File: src/iss_defines.svh
// offsets, field positions, reset values and timing counts of the slave/stop/restart bus block
`ifndef ISS_DEFINES_SVH
`define ISS_DEFINES_SVH

// register offsets on the plain register port
`define ISS_OFS_CTRL1      8'h20
`define ISS_OFS_DBR        8'h21
`define ISS_OFS_CTRL2      8'h23
`define ISS_OFS_OWN        8'h24

// ctrl_reg_two write fields, bus_status_reg read fields
`define ISS_BIT_MST        7
`define ISS_BIT_TRX        6
`define ISS_BIT_BB         5
`define ISS_BIT_PIN        4
`define ISS_BIT_AL         3
`define ISS_BIT_AAS        2
`define ISS_BIT_AD0        1
`define ISS_BIT_LRB        0

// control register one fields
`define ISS_BIT_ACK        4
`define ISS_WBC_HI         7
`define ISS_WBC_LO         5

// reset values
`define ISS_PIN_RST        1'b1
`define ISS_WBC_RST        3'h0
`define ISS_ACK_RST        1'b0
`define ISS_OWN_RST        7'h00

// timing
`define ISS_CLK_NS         10
`define ISS_SCL_LOW_NS     4700
`define ISS_STOP_SU_NS     4000
`define ISS_SCL_LOW_CYC    ((`ISS_SCL_LOW_NS + `ISS_CLK_NS - 1) / `ISS_CLK_NS)
`define ISS_STOP_SU_CYC    ((`ISS_STOP_SU_NS + `ISS_CLK_NS - 1) / `ISS_CLK_NS)

`endif

File: src/iss_pkg.sv
// types shared by the slave/stop/restart bus block
package iss_pkg;

  // transfer sequencer states, one-hot
  typedef enum logic [5:0] {
    ST_IDLE = 6'h01,
    ST_ADDR = 6'h02,
    ST_AACK = 6'h04,
    ST_DATA = 6'h08,
    ST_DACK = 6'h10,
    ST_STOP = 6'h20
  } iss_state_t;

  // bus_status_reg layout, msb first
  typedef struct packed {
    logic master_select;
    logic direction_tx;
    logic bb;
    logic pin;
    logic al;
    logic addressed_as_slave;
    logic ad0;
    logic last_rx_bit;
  } iss_status_t;

endpackage

File: src/iss_pin_sync.sv
// two-flop synchroniser with edge detection for one bus line
`timescale 1ns/1ns
`default_nettype none

module iss_pin_sync (
  // clock and reset
  input  wire logic clk,
  input  wire logic rst_n,
  // raw line and synchronised view
  input  wire logic pin_in,
  output logic      level,
  output logic      rise,
  output logic      fall
);

  logic s1_r;
  logic s2_r;
  logic s3_r;

  // lines idle high, so reset to one to avoid a false edge at release
  always_ff @(posedge clk)
  begin
    if (!rst_n)
    begin
      s1_r <= 1'b1;
      s2_r <= 1'b1;
      s3_r <= 1'b1;
    end
    else
    begin
      s1_r <= pin_in;
      s2_r <= s1_r;
      s3_r <= s2_r;
    end
  end

  // only the second and third stage are looked at
  assign level = s2_r;
  assign rise  = s2_r & ~s3_r;
  assign fall  = ~s2_r & s3_r;

endmodule

`default_nettype wire

File: src/iss_core.sv
// slave-mode handling, clock hold, stop and restart sequencing of the two-wire bus interface
`timescale 1ns/1ns
`default_nettype none
`include "iss_defines.svh"

// Functional notes
// RULE1 - interrupt on own address or general call match, and after each following word
// RULE2 - noise as master drops to slave; interrupt when current word ends
// RULE3 - each interrupt clears clock-hold release flag; clock held low while zero
// RULE4 - data buffer access or writing one to flag releases clock after low time
// RULE5 - status bits: lost-arb 3, direction 6, addressed 2, general call 1
// RULE6 - own address with read bit shows direction 1, addressed 1, others 0
// RULE7 - software tests last bit after slave transmit, then frees bus or reloads
// RULE8 - noise during transfer ends word, shows lost-arb only; software recovers
// RULE9 - after write-direction address, software dummy-reads buffer or sets flag
// RULE10 - after slave received word, software sets bit count and reads buffer
// RULE11 - master, direction, release set with busy cleared starts stop sequence
// RULE12 - software leaves control bits alone until stop appears on bus
// RULE13 - stop waits while another device holds clock line low
// RULE14 - restart keeps data high and releases clock without any stop
// RULE15 - software polls busy flag until own clock pin is released
// RULE16 - software polls last bit until clock line free, then starts again
// RULE17 - software waits 4.7 us before issuing new start after restart
// RULE18 - master transmit compares data pin to line; mismatch loses arbitration
// RULE19 - data line captured into last received bit at each clock rise
// RULE20 - writing one sets release flag, zero leaves it; interrupt clears it
// RULE21 - addressed-as-slave cleared by any data buffer read or write
// RULE22 - bit count sets data bits per word before acknowledge and interrupt
module iss_core #(
  parameter int unsigned LOW_CYC = `ISS_SCL_LOW_CYC,
  parameter int unsigned SU_CYC  = `ISS_STOP_SU_CYC
) (
  // clock and reset
  input  wire logic       clk,
  input  wire logic       rst_n,
  // register port
  input  wire logic [7:0] reg_addr,
  input  wire logic [7:0] reg_wdata,
  input  wire logic       reg_wr,
  input  wire logic       reg_rd,
  output logic [7:0]      reg_rdata,
  // serial clock pin, open drain
  input  wire logic       scl_i,
  output logic            scl_o,
  output logic            scl_oe,
  // serial data pin, open drain
  input  wire logic       sda_i,
  output logic            sda_o,
  output logic            sda_oe,
  // interrupt request pulse
  output logic            bus_iface_irq
);

  iss_pkg::iss_state_t  state_r;
  iss_pkg::iss_state_t  state_nxt;
  iss_pkg::iss_status_t status_w;

  logic        scl_s;
  logic        scl_rise;
  logic        scl_fall;
  logic        sda_s;
  logic        sda_rise;
  logic        sda_fall;
  logic [3:0]  bit_cnt_r;
  logic [7:0]  rx_sh_r;
  logic [7:0]  tx_sh_r;
  logic        mst_r;
  logic        trx_r;
  logic        busy_r;
  logic        pin_r;
  logic        al_r;
  logic        aas_r;
  logic        ad0_r;
  logic        lrb_r;
  logic        restart_r;
  logic [2:0]  wbc_r;
  logic        ack_en_r;
  logic [6:0]  own_r;
  logic [15:0] rel_cnt_r;
  logic [15:0] su_cnt_r;
  logic        stop_sda_r;
  logic        irq_r;
  logic        scl_oe_r;
  logic        sda_oe_r;
  logic [7:0]  rdata_r;
  logic        sda_low_nxt;

  // line synchronisers
  iss_pin_sync u_scl_sync (
    .clk    (clk),
    .rst_n  (rst_n),
    .pin_in (scl_i),
    .level  (scl_s),
    .rise   (scl_rise),
    .fall   (scl_fall)
  );

  iss_pin_sync u_sda_sync (
    .clk    (clk),
    .rst_n  (rst_n),
    .pin_in (sda_i),
    .level  (sda_s),
    .rise   (sda_rise),
    .fall   (sda_fall)
  );

  // bus conditions and register decode
  wire start_det = sda_fall & scl_s;
  wire stop_det  = sda_rise & scl_s;
  wire bus_evt   = start_det | stop_det;
  wire wr_ctrl   = reg_wr & (reg_addr == `ISS_OFS_CTRL2);
  wire wr_ctrl1  = reg_wr & (reg_addr == `ISS_OFS_CTRL1);
  wire wr_own    = reg_wr & (reg_addr == `ISS_OFS_OWN);
  wire wr_dbr    = reg_wr & (reg_addr == `ISS_OFS_DBR);
  wire rd_dbr    = reg_rd & (reg_addr == `ISS_OFS_DBR);
  wire dbr_acc   = wr_dbr | rd_dbr;
  wire w_mst     = reg_wdata[`ISS_BIT_MST];
  wire w_trx     = reg_wdata[`ISS_BIT_TRX];
  wire w_bb      = reg_wdata[`ISS_BIT_BB];
  wire w_pin     = reg_wdata[`ISS_BIT_PIN];

  // stop and restart commands are recognised from the upper four ctrl bits
  wire stop_req  = wr_ctrl & busy_r & w_mst & w_trx & ~w_bb & w_pin;     // [RULE11]
  wire rst_req   = wr_ctrl & ~w_mst & ~w_trx & ~w_bb & w_pin;            // [RULE14]

  // word length: a zero count means a full eight bits
  wire [3:0] word_len = (wbc_r == 3'h0) ? 4'h8 : {1'b0, wbc_r};          // [RULE22]
  wire [3:0] word_ack = word_len + 4'h1;

  // address decision at the falling clock edge after the eighth bit
  wire addr_hit  = (rx_sh_r[7:1] == own_r);
  wire gen_call  = (rx_sh_r == 8'h00);
  wire decide    = scl_fall & ~bus_evt & (state_r == iss_pkg::ST_ADDR) & (bit_cnt_r == 4'h8);
  wire slv_match = decide & ~mst_r & (addr_hit | gen_call);             // [RULE1]

  // word end, the one moment that raises an interrupt
  wire aack_end  = (state_r == iss_pkg::ST_AACK) & (bit_cnt_r == 4'h9);
  wire dack_end  = (state_r == iss_pkg::ST_DACK) & (bit_cnt_r == word_ack);
  wire irq_ev    = scl_fall & ~bus_evt & (aack_end | dack_end);          // [RULE1] [RULE2]

  // noise check only while master transmitter drives a one
  wire shifting  = (state_r == iss_pkg::ST_ADDR) | (state_r == iss_pkg::ST_DATA);
  // acknowledge bit stays out of the buffer so a read returns the word itself
  wire ack_slot  = (state_r == iss_pkg::ST_AACK) | (state_r == iss_pkg::ST_DACK);
  wire al_set    = scl_rise & mst_r & trx_r & shifting & tx_sh_r[7] & ~sda_s; // [RULE18]

  // clock hold: held while the flag is zero and for the low time after it rises
  wire pin_up    = dbr_acc | (wr_ctrl & w_pin);                          // [RULE4] [RULE9]
  wire hold_scl  = ~pin_r | (rel_cnt_r != 16'h0000);                    // [RULE3]
  wire stop_go   = (state_r == iss_pkg::ST_STOP) & scl_s & ~hold_scl;    // [RULE13]

  // busy shows own clock pin during restart so software can see it let go
  wire bb_view   = restart_r ? scl_oe_r : busy_r;                        // [RULE14]

  // status layout, direction at 6, lost-arb 3, addressed 2, general call 1
  assign status_w = {mst_r, trx_r, bb_view, pin_r, al_r, aas_r, ad0_r, lrb_r}; // [RULE5]

  wire [7:0] rd_mux =
    (reg_addr == `ISS_OFS_CTRL2) ? status_w :
    (reg_addr == `ISS_OFS_DBR)   ? rx_sh_r :
    (reg_addr == `ISS_OFS_CTRL1) ? {wbc_r, ack_en_r, 4'h0} :
    (reg_addr == `ISS_OFS_OWN)   ? {1'b0, own_r} : 8'h00;

  // sequencer; bus conditions override everything since they restart framing
  always_comb
  begin
    state_nxt = state_r;
    if (start_det)
      state_nxt = iss_pkg::ST_ADDR;
    else if (stop_det)
      state_nxt = iss_pkg::ST_IDLE;
    else if (stop_req)
      state_nxt = iss_pkg::ST_STOP;
    else if (scl_fall)
    begin
      unique case (state_r)
        iss_pkg::ST_IDLE: state_nxt = iss_pkg::ST_IDLE;
        iss_pkg::ST_ADDR:
          if (bit_cnt_r == 4'h8)
            state_nxt = (addr_hit | gen_call | mst_r) ? iss_pkg::ST_AACK : iss_pkg::ST_IDLE;
        iss_pkg::ST_AACK:
          if (bit_cnt_r == 4'h9)
            state_nxt = iss_pkg::ST_DATA;
        iss_pkg::ST_DATA:
          if (bit_cnt_r == word_len)
            state_nxt = iss_pkg::ST_DACK;                                // [RULE22]
        iss_pkg::ST_DACK:
          if (bit_cnt_r == word_ack)
            state_nxt = iss_pkg::ST_DATA;
        iss_pkg::ST_STOP: state_nxt = iss_pkg::ST_STOP;
      endcase
    end
  end

  // data pin drive: shifted bit, acknowledge slot or stop low phase
  always_comb
  begin
    sda_low_nxt = 1'b0;
    unique case (state_r)
      iss_pkg::ST_IDLE: sda_low_nxt = 1'b0;
      iss_pkg::ST_ADDR: sda_low_nxt = trx_r & ~tx_sh_r[7];
      iss_pkg::ST_DATA: sda_low_nxt = trx_r & ~tx_sh_r[7];
      iss_pkg::ST_AACK: sda_low_nxt = ~mst_r & aas_r;
      iss_pkg::ST_DACK: sda_low_nxt = ~trx_r & ack_en_r & ~al_r;
      iss_pkg::ST_STOP: sda_low_nxt = stop_sda_r;
    endcase
  end

  // state and bit counter; bits counted on rises, word restarts at fall
  always_ff @(posedge clk)
  begin
    if (!rst_n)
    begin
      state_r   <= iss_pkg::ST_IDLE;
      bit_cnt_r <= 4'h0;
    end
    else
    begin
      state_r   <= state_nxt;
      if (start_det | irq_ev)
        bit_cnt_r <= 4'h0;
      else if (scl_rise & (state_r != iss_pkg::ST_IDLE) & (state_r != iss_pkg::ST_STOP))
        bit_cnt_r <= bit_cnt_r + 4'h1;
    end
  end

  // shift registers and last received bit
  always_ff @(posedge clk)
  begin
    if (!rst_n)
    begin
      rx_sh_r <= 8'h00;
      tx_sh_r <= 8'hFF;
      lrb_r   <= 1'b0;
    end
    else
    begin
      if (scl_rise & ~ack_slot)
        rx_sh_r <= {rx_sh_r[6:0], sda_s};
      if (scl_rise)
        lrb_r <= sda_s;                                                  // [RULE19]
      if (wr_dbr)
        tx_sh_r <= reg_wdata;
      else if (scl_fall & shifting)
        tx_sh_r <= {tx_sh_r[6:0], 1'b1};
    end
  end

  // mode bits; a lost arbitration wins over a software write in the same cycle
  always_ff @(posedge clk)
  begin
    if (!rst_n)
    begin
      mst_r <= 1'b0;
      trx_r <= 1'b0;
    end
    else
    begin
      if (al_set)
        mst_r <= 1'b0;                                                   // [RULE2] [RULE18]
      else if (wr_ctrl)
        mst_r <= w_mst;
      if (al_set)
        trx_r <= 1'b0;                                                   // [RULE8]
      else if (slv_match)
        trx_r <= rx_sh_r[0];                                             // [RULE6]
      else if (start_det & ~mst_r)
        trx_r <= 1'b0;
      else if (wr_ctrl)
        trx_r <= w_trx;
    end
  end

  // sticky flags: hardware set beats software clear
  always_ff @(posedge clk)
  begin
    if (!rst_n)
    begin
      al_r  <= 1'b0;
      aas_r <= 1'b0;
      ad0_r <= 1'b0;
    end
    else
    begin
      al_r  <= al_set | (al_r & ~(dbr_acc | wr_ctrl));                   // [RULE8]
      aas_r <= slv_match | (aas_r & ~dbr_acc);                           // [RULE21] [RULE6]
      ad0_r <= (slv_match & gen_call) | (ad0_r & ~bus_evt & ~slv_match); // [RULE6]
    end
  end

  // clock-hold release flag: interrupt clears it, writing zero has no effect
  always_ff @(posedge clk)
  begin
    if (!rst_n)
      pin_r <= `ISS_PIN_RST;
    else if (irq_ev)
      pin_r <= 1'b0;                                                     // [RULE3]
    else if (pin_up)
      pin_r <= 1'b1;                                                     // [RULE20]
  end

  // low-time counter restarts on every release so the clock never shortens
  always_ff @(posedge clk)
  begin
    if (!rst_n)
      rel_cnt_r <= 16'h0000;
    else if (pin_up & ~irq_ev)
      rel_cnt_r <= 16'(LOW_CYC);                                         // [RULE4]
    else if (rel_cnt_r != 16'h0000)
      rel_cnt_r <= rel_cnt_r - 16'h0001;
  end

  // stop: data low, wait for line clock high for setup time, then release
  always_ff @(posedge clk)
  begin
    if (!rst_n)
    begin
      stop_sda_r <= 1'b0;
      su_cnt_r   <= 16'h0000;
    end
    else
    begin
      if (stop_req)
        stop_sda_r <= 1'b1;                                              // [RULE11]
      else if (stop_go & (su_cnt_r == 16'(SU_CYC)))
        stop_sda_r <= 1'b0;
      if (~stop_go)
        su_cnt_r <= 16'h0000;                                            // [RULE13]
      else if (su_cnt_r != 16'(SU_CYC))
        su_cnt_r <= su_cnt_r + 16'h0001;
    end
  end

  // bus busy tracks conditions; restart mode holds until the next start or stop
  always_ff @(posedge clk)
  begin
    if (!rst_n)
    begin
      busy_r    <= 1'b0;
      restart_r <= 1'b0;
    end
    else
    begin
      if (start_det)
        busy_r <= 1'b1;
      else if (stop_det)
        busy_r <= 1'b0;
      if (bus_evt)
        restart_r <= 1'b0;
      else if (rst_req)
        restart_r <= 1'b1;                                               // [RULE14] [RULE15]
    end
  end

  // software configuration: bit count, acknowledge enable, own address
  always_ff @(posedge clk)
  begin
    if (!rst_n)
    begin
      wbc_r    <= `ISS_WBC_RST;
      ack_en_r <= `ISS_ACK_RST;
      own_r    <= `ISS_OWN_RST;
    end
    else
    begin
      if (wr_ctrl1)
        wbc_r <= reg_wdata[`ISS_WBC_HI:`ISS_WBC_LO];                     // [RULE22]
      if (wr_ctrl1)
        ack_en_r <= reg_wdata[`ISS_BIT_ACK];
      if (wr_own)
        own_r <= reg_wdata[6:0];
    end
  end

  // registered outputs; restart forces data released since no stop is wanted
  always_ff @(posedge clk)
  begin
    if (!rst_n)
    begin
      irq_r    <= 1'b0;
      scl_oe_r <= 1'b0;
      sda_oe_r <= 1'b0;
      rdata_r  <= 8'h00;
    end
    else
    begin
      irq_r    <= irq_ev;                                                // [RULE1]
      scl_oe_r <= hold_scl;                                              // [RULE3]
      sda_oe_r <= sda_low_nxt & ~al_set & ~rst_req & ~restart_r;         // [RULE18] [RULE14]
      rdata_r  <= reg_rd ? rd_mux : 8'h00;
    end
  end

  assign reg_rdata     = rdata_r;
  assign scl_oe        = scl_oe_r;
  assign sda_oe        = sda_oe_r;
  assign scl_o         = 1'b0;
  assign sda_o         = 1'b0;
  assign bus_iface_irq = irq_r;
endmodule

`default_nettype wire

File: config.mk
export PLATFORM = sky130hd
export DESIGN_NAME = iss_core
export DESIGN_NICKNAME = d
export VERILOG_FILES = /design/src/iss_pkg.sv /design/src/iss_pin_sync.sv /design/src/iss_core.sv
export VERILOG_INCLUDE_DIRS = /design/src
export SDC_FILE = /design/constraint.sdc
export NUM_CORES = 1
export LEC_CHECK = 0
export ABC_AREA = 1
export BUFFER_PORTS_ARGS = -buffer_cell sky130_fd_sc_hd__buf_2
export CORE_MARGIN = 4
export CORE_UTILIZATION = 62
export CTS_BUF_LIST = sky130_fd_sc_hd__clkbuf_4 sky130_fd_sc_hd__clkbuf_8
export CTS_CLUSTER_DIAMETER = 80
export CTS_CLUSTER_SIZE = 40
export DETAILED_ROUTE_END_ITERATION = 8
export PLACE_DENSITY = 0.82
export SLEW_MARGIN = 20
export SYNTH_ARGS = -nofsm -noshare
export SYNTH_HDL_FRONTEND = slang
export SYNTH_SLANG_ARGS = --single-unit
File: constraint.sdc
create_clock -name clk -period 2.4 [get_ports clk]
set_input_delay 0.36 -clock clk [delete_from_list [all_inputs] [get_ports clk]]
set_output_delay 0.36 -clock clk [all_outputs]
set_load 0.005 [all_outputs]
==> results of run 1 <==
area by class of cell:
type                            instances  share of cell area (%)
Multi-Input combinational cell        477                    46.9
Clock buffer                           12                    2.89
Timing Repair Buffer                   36                    3.60
Inverter                              103                    7.31
Clock inverter                          4                   0.544
Tap cell                              102                    2.41
Sequential cell                        96                    36.4
cells by family (layout without fill, tap and decap cells):
group                    Yosys count  after routing  share of synthesized area, %
AND/OR/NAND/NOR                  325            325                          31.1
flip-flops                        96             96                          39.6
XOR/XNOR                          14             14                          2.53
other                              1              2                        0.0772
buffers and inverters            117            155                          9.46
AO/OA/AOI/OAI                    128            128                          15.2
adder cells (fa/ha/maj)            8              8                          2.06
Yosys cell counts (2+ instances only):
library cell,number,share of area (%)
nand2_1,127,9.8
inv_1,101,7.8
dfxtp_1,96,40
nor2_1,78,6.0
a21oi_1,52,5.4
nand3_1,44,4.5
o21ai_0,41,4.2
nand4_1,25,3.2
nor3_1,15,1.5
xor2_1,13,2.3
clkbuf_1,8,0.62
ha_1,8,2.1
nor2_2,8,1.0
nor4_1,6,0.77
o22ai_1,6,0.77
or2_2,6,0.77
o21ai_2,5,0.90
a21oi_2,4,0.72
o2111ai_1,4,0.72
o211ai_1,4,0.62
a31oi_1,3,0.39
buf_4,3,0.46
a211oi_1,2,0.31
inv_2,2,0.15
nand2_2,2,0.26
nand2_4,2,0.46
nand3_2,2,0.41
nor2_4,2,0.46
nor3_2,2,0.41
or2_1,2,0.26
report_power, final:
group	total [uW]	switching, uW	internal (uW)	leakage (uW)
Sequential	1790	92.2	1700	0.000779
Clock	994	563	432	0.0000898
Combinational	917	585	332	0.00138
Total	3710	1240	2470	0.00225
path summary, 6_finish.rpt:
kind	endpoint	slack, ns	cells after the start
hold reg to reg	u_sda_sync.level	0.43	1
hold / removal	u_scl_sync.s1_r	0.19	2
setup reg to reg	state_r[4]	0.37	10
setup / recovery	state_r[4]	0.37	10
through the flow:
step	hold WS [ns]	worst slack, ns	utilization (%)	power [uW]
2_1_floorplan	0.393	0.687	-	2530
3_3_place_gp	0.399	0.436	66.4	2700
3_5_place_dp	0.406	0.241	66.4	2730
4_1_cts	0.179	0.409	68.8	3690
5_1_grt	0.170	0.139	68.8	3910
6_report	0.190	0.374	68.8	3710
critical path, stage by stage, from the launching register on:
cell and delay [ns]:
dfxtp_1 0.43, inv_1 0.12, ha_1 0.23, nand2_2 0.11
nand3_1 0.07, nand2_1 0.09, nand2_1 0.07, a21oi_2 0.21
nand3_1 0.26, o21ai_0 0.24, a21oi_1 0.06
state kept, by name (all words and copies together) (netlist names), 3 cells and up:
name       count
bit_cnt_r      4
state_r        6
wbc_r          3
own_r          7
reg_rdata      8
su_cnt_r      16
rel_cnt_r     16
rx_sh_r        8
tx_sh_r        8
layer usage:
metal	GRT usage (%)	share of wire, %
met5	0	0
met3	3.18	6.8
met2	42.3	47
met1	34.7	45
met4	7.83	1.4
==> impl.org, run 1 <==
** STA
- Headroom to the max-slew limit came out at 66.7%.
- Hold Fails Final Rpt :: 0
- Top achievable clock speed :: 0.494 GHz
- Share of the clock period used by the worst path :: 84.4%
- Final number of setup-violating endpoints :: 0
- Summed negative setup slack over all endpoints :: 0 ns
- Unrepaired setup endpoints after global routing :: false
- Between clock sinks in the finished design, the worst skew comes to 0.0137 ns.
- Number of pins with negative max-slew slack in the final report :: 0
- Slew of the pin with the lowest slew margin :: 0.498 ns
- The worst path needs 2.03 ns of the cycle, external delays included.

** Floorplan
- Die extent in y :: 96.5 um
- Starting density of the core :: 63.2%
- In this run the core area contains 32 standard-cell rows.
- The floorplan step defined a core boundary enclosing 7690 um2.
- The die is 96.5 um wide.
- 35 I/O pins were placed.
- The die covers 9310 um2.

** Placed design
- At the end of routability-driven placement, the weighted congestion stood at 0.984.
- In this run the cell area measured after placement is 5100 um2.
- Cell count after placement :: 814
- Final HPWL from detailed placement :: 8.76 mm
- Buffers added on ports :: 32

** Synthesis
- Avg Cell Area, Syn :: 7.05 um2
- Cell count after synthesis :: 689
- Register area share after synthesis :: 39.6%
- Number of flops mapped to enable cells by yosys :: 0
- Synth Cell Area :: 4860 um2
- During synthesis, Yosys emitted a total of 0 warnings.
- Of all flip-flops after synthesis, the portion carrying an async set or reset was 0%.
- Among all flip-flop cells after synthesis, the most frequent one is dfxtp_1.
- Yosys reg bits :: 96
- Count of distinct cell types in the synthesized netlist :: 46

** Final layout
- From synthesis to final layout, the design area changed by 8.86%.
- Multi-input combinational cell area :: 2480 um2
- Registers take 1920 um2.
- Leading cell type in the layout, fill and taps excluded :: nand2_1
- Fraction of layout instances using a drive strength above 1 :: 12.5%
- Leading cell types in the layout, fill and taps excluded :: nand2_1 (127), inv_1 (101), dfxtp_1 (96)
- In the final design database the tool counted 753 nets.
- Cell Count, Final, Fillers Out :: 830
- Fill cell total of the finished layout :: 691
- The repair_antennas step left the layout with diodes totalling 0.
- Area of all placed cells without fillers :: 5290 um2

** Route
- After the first detailed-routing iteration, the DRC count stood at 323.
- Dividing the detail-routed wire length by the instance count gives 13.9 um.
- Vias :: 4702
- The detail route stage leaves a number of antenna-violating nets equal to 0.
- Before antenna repair, the detailed router went through 5 iterations.
- For this run, design rule violations remaining after detail routing come to 0.
- The routed design has 11.5 mm of wire.
- Via density per instance :: 5.67

** Clocking
- TritonCTS built the clock tree.
- Post-CTS setup buffer count :: 0
- In this run, CTS created clock tree buffers numbering 9.
- The tree is rooted in a clkbuf_8.
- Clk_lat worst skew :: 0.35 ns
- CTS built an H-tree with a depth of 3.
- CTS Hold Buffers Added :: 0
- Clock-pin slew reported for the worst setup and hold paths after clock tree synthesis :: 0.10 ns
- CTS-repair resized insts :: 0
- No sink is reached through more buffers than the 2 on the longest clock path.
- Num Clock Sinks :: 96

** Power
- Worst supply voltage drop on vdd :: 0.382 mV
- For this design the ratio of total power to cell area is 701 nW/um2.
- Static leakage :: 0.00225 uW

** Setup path
- STA puts the critical path data arrival time at 2.25 ns.
- The worst setup path is launched from a flop.
- Worst setup path startpoint :: wbc_r[0]
- Type of the worst setup path :: flop to flop
- The startpoint identified for the worst register-to-register timing path is wbc_r[0].
- The worst setup path is captured at a flop.
- For the worst setup path, the data required time is 2.63 ns.
- CP max FO :: 8

** Global route
- The number of antenna violations at the first check in global routing was 0.
- The via count of the first global-routing pass is 4215.
- Total global routing track utilization :: 25.5%
- Entering global routing, the biggest net connects 34 pins.
- Global-route congestion overflow total :: 0
- Wire length of the first global-routing pass :: 18.9 mm

** Job
- The tool flagged a number of max-cap violations equal to 0.

** Hold path
- In this run the worst hold path is classified as input port to flop.
- Origin of the worst min-delay path :: scl_i

** Run status
- The run finished with clean final reports.
(Power assumes the default switching activity.)
==> inputs of run 2 (changes only) <==
--- a/config.mk
+++ b/config.mk
@@ -6,15 +6,15 @@
 export SDC_FILE = /design/constraint.sdc
 export NUM_CORES = 1
 export LEC_CHECK = 0
-export ABC_AREA = 1
+export ABC_AREA = 0
 export BUFFER_PORTS_ARGS = -buffer_cell sky130_fd_sc_hd__buf_2
 export CORE_MARGIN = 4
-export CORE_UTILIZATION = 62
+export CORE_UTILIZATION = 56
 export CTS_BUF_LIST = sky130_fd_sc_hd__clkbuf_4 sky130_fd_sc_hd__clkbuf_8
 export CTS_CLUSTER_DIAMETER = 80
 export CTS_CLUSTER_SIZE = 40
 export DETAILED_ROUTE_END_ITERATION = 8
-export PLACE_DENSITY = 0.82
+export PLACE_DENSITY = 0.78
 export SLEW_MARGIN = 20
 export SYNTH_ARGS = -nofsm -noshare
 export SYNTH_HDL_FRONTEND = slang
==> constraint.sdc (replaced) <==
create_clock -name clk -period 1.7 [get_ports clk]
set_input_delay 0.255 -clock clk [delete_from_list [all_inputs] [get_ports clk]]
set_output_delay 0.255 -clock clk [all_outputs]
set_load 0.005 [all_outputs]
==> impl.org, run 2 <==
** Global route
- The number of antenna violations at the first check in global routing is 0.
- Summed over all layers, the global routing overflow is 0.
- Largest net degree at the start of global routing :: 26
- Total global routing track utilization :: 27.7%
- The first global-routing pass estimated 21.9 mm of wire.
- Number of global-route vias before repair :: 4698

** Synthesis
- The most common cell in the synthesized netlist is dfxtp_1.
- Synth Cell Area :: 4660 um2
- Avg Cell Area, Syn :: 8.51 um2
- For this run, the register share of the synthesized area comes to 41.2%.
- Main synth FF type :: dfxtp_1
- Cell types with the highest counts after synthesis :: dfxtp_1 (96), nor2_1 (74), nand2_1 (51), a21oi_1 (33), mux2i_1 (28)
- Synthesis instantiated 53 different standard cells from the library.
- In the post-synthesis netlist, the biggest area contributors are dfxtp_1 (41%), mux2i_1 (6.0%), nor2_1 (6.0%).
- Counting every instance in the synthesized netlist gives 548.
- Post-synthesis cell type with the largest combined area :: dfxtp_1
- Yosys printed 0 warnings.
- Synthesis inferred 96 register bits.
- Yosys top cell area share :: 41.2%
- Number of flops mapped to enable cells by yosys :: 0
- For this run, asynchronously set or reset flops after synthesis account for 0%.

** Run status
- The flow ran to the end, but the final reports show violations.
- The checks that failed: setup timing.

** Final layout
- Final net count :: 723
- Area growth syn-to-layout :: 41.6%
- For this run, the share of the core covered by cells in the final layout is 80.7%.
- Fraction of layout instances using a drive strength above 1 :: 38.0%
- In the layout the commonest cells are buf_4 (104), dfxtp_1 (87), nor2_1 (50).
- The number of antenna diodes in the final layout is 0.
- Leading registers by flop count :: rel_cnt_r: 16 flops, su_cnt_r: 16 flops
- Leading cell type in the layout, fill and taps excluded :: buf_4
- Cell Count, Final, Fillers Out :: 803
- After routing the design area is 6600 um2.

** Placed design
- Routability-driven placement finished with a final weighted congestion of 0.938.
- In this run, placement finished with an instance count of 769.
- Buffers added on ports :: 32
- Prior to clock tree synthesis, the placed netlist has a worst setup slack of -0.565 ns.
- Final HPWL from detailed placement :: 9.30 mm
- After detailed placement, the total cell area comes to 5750 um2.

** STA
- Share of the clock period used by the worst path :: 134%
- Top achievable clock speed :: 0.439 GHz
- Measured against its own limit, the worst slew margin works out to 58.0%.
- Setup violations remaining at the end of the flow were counted as 56.
- Setup repair after global routing could not meet its margin everywhere.
- The final number of max-transition violations is 0.
- In the post-route analysis, the smallest setup slack over all paths is -0.580 ns.
- The hold violation count in the final report is 0.
- Slew of the pin with the lowest slew margin :: 0.626 ns
- On the final layout, the worst clock skew is 0.0124 ns.
- Counting I/O delays and the setup requirement, the final critical path takes 2.28 ns.

** Clocking
- Level count of the clock H-tree :: 3
- Num Clock Sinks :: 96
- Clk_lat worst skew :: 0.37 ns
- Clock tree synthesis inserted a total of 9 buffers.
- CTS Hold Buffers Added :: 0
- TritonCTS built the clock tree.
- Root buf cell :: clkbuf_8
- Counting along the longest clock path gives a buffer depth of 2.
- After clock tree synthesis, the clock-pin slew on the worst setup and hold paths is 0.10 ns.

** Power
- Dividing total power by cell area gives a power density of 1010 nW/um2.
- Worst supply voltage drop on vdd :: 1.16 mV
- Static leakage :: 0.00269 uW

** Setup path
- For the worst flop-to-flop path, the logic depth is 7.
- Critical Path Sink Type :: flop
- R2R Path Start :: rel_cnt_r[7]
- The worst setup path is launched from a flop.
- Type of the worst setup path :: flop to flop
- Data on the critical path is required at its endpoint by 1.99 ns.
- Critical path data arrival time :: 2.58 ns
- Along the worst path, the maximum fanout reaches 8.
- The endpoint identified for the worst register-to-register timing path is su_cnt_r[5].
- For flop-to-flop paths, the worst setup slack is -0.58 ns.

** Job
- Number of maximum-capacitance violations :: 0

** Floorplan
- In this run the core area contains 33 standard-cell rows.
- Die area :: 9850 um2
- Die extent in y :: 99.2 um
- The die is 99.2 um wide.
- I/O pins :: 35
- Once the floorplan was initialized, standard cells occupied 57.0% of the core.
- Placeable core region :: 8180 um2

** Hold path
- Counting instances, the worst hold path has a depth of 2.
- Origin of the worst min-delay path :: scl_i
- The tightest min-delay check is of the input port to flop type.
- The worst hold path terminates at u_scl_sync.s1_r.

** Route
- Using the TritonRoute via totals, the vias-per-cell ratio works out to 5.99.
- The first detailed-routing pass took 6 iterations.
- Routed length per instance :: 18.4 um
- DRT Wirelength :: 14.8 mm
- Drt drc :: 0
- The detail route stage leaves a number of antenna-violating nets equal to 0.
- In this run, the number of DRC markers left after iteration 0 of detailed routing was 404.
- The detailed router placed 4809 vias in this run.
-- run 2: cell count changes after synthesis, sizes merged, moves of 10 or more --
cell	delta
xnor2	+26
nor2	-14
mux2	+10
clkbuf	+11
nand3	-21
mux2i	+28
a21oi	-23
nand2	-80
inv	-92
o21ai	-24
nand4	-18
-- run 2: layout make-up --
| cell class | count | area [um2] |
|---|---|---|
| Inverter | 12 | 45.0 |
| Tap cell | 105 | 131 |
| Sequential cell | 96 | 1940 |
| Fill cell | 475 | 1570 |
| Clock buffer | 12 | 159 |
| Timing Repair Buffer | 157 | 1230 |
| Clock inverter | 4 | 51.3 |
| Multi-Input combinational cell | 417 | 3050 |
-- run 2: timing repair --
action | CTS | global route
gates resized for setup | 73 | 47
cloned | 2 | 0
setup buffers | 8 | 8
setup endpoints to repair | 59 | 67
pin swaps | 39 | 19
-- run 2: critical path, stage by stage (launching register included) --
cell     delay (ns)
dfxtp_2        0.33
or4_4          0.54
or3_4          0.37
nor3_4         0.20
nand4_1        0.16
or2_4          0.31
buf_12         0.17
nor2b_4        0.13
-- run 2: power breakdown --
group / internal [uW] / switching [uW]
clock: 781 / 793
sequential: 2420 / 117
combinational: 1310 / 1250
-- run 2: layer usage --
layer	up-vias	global-route usage (%)	share of wire, %
met5	-	0	0
met4	0	13.3	6.2
met3	85	5.82	6.7
met2	246	51.7	51
met1	2278	29.4	37
li1	2200	-	-
-- run 2: cell families (layout without fill, tap and decap cells) --
group                    Yosys count  count (layout)  synth area share (%)
buffers and inverters             36             185                  3.62
flip-flops                        96              96                  41.2
XOR/XNOR                          47              47                  8.83
multiplexers                      38              38                  8.43
AO/OA/AOI/OAI                     82              82                  10.3
AND/OR/NAND/NOR                  240             240                  25.4
other                              1               2                0.0804
adder cells (fa/ha/maj)            8               8                  2.15
-- run 2: per-stage QoR --
stage               total power [uW]  TNS, ns  hold slack [ns]
floorplan                       3700   -16.46            0.356
global placement                4330   -18.09            0.388
detailed placement              4440   -22.27            0.410
CTS                             6360   -15.65           0.0570
global route                    6990   -22.72           0.0624
finish                          6670   -19.11           0.0607
-- run 2: worst max-delay path by stage --
stage                 start      endpoint  depth (start not counted)
4_1_cts        rel_cnt_r[8]   su_cnt_r[5]                          7
6_report       rel_cnt_r[7]   su_cnt_r[5]                          7
5_1_grt        rel_cnt_r[7]   su_cnt_r[5]                          7
2_1_floorplan  rel_cnt_r[7]  su_cnt_r[10]                          9
3_5_place_dp   rel_cnt_r[7]  rel_cnt_r[7]                          7
3_3_place_gp   rel_cnt_r[7]  rel_cnt_r[9]                          8
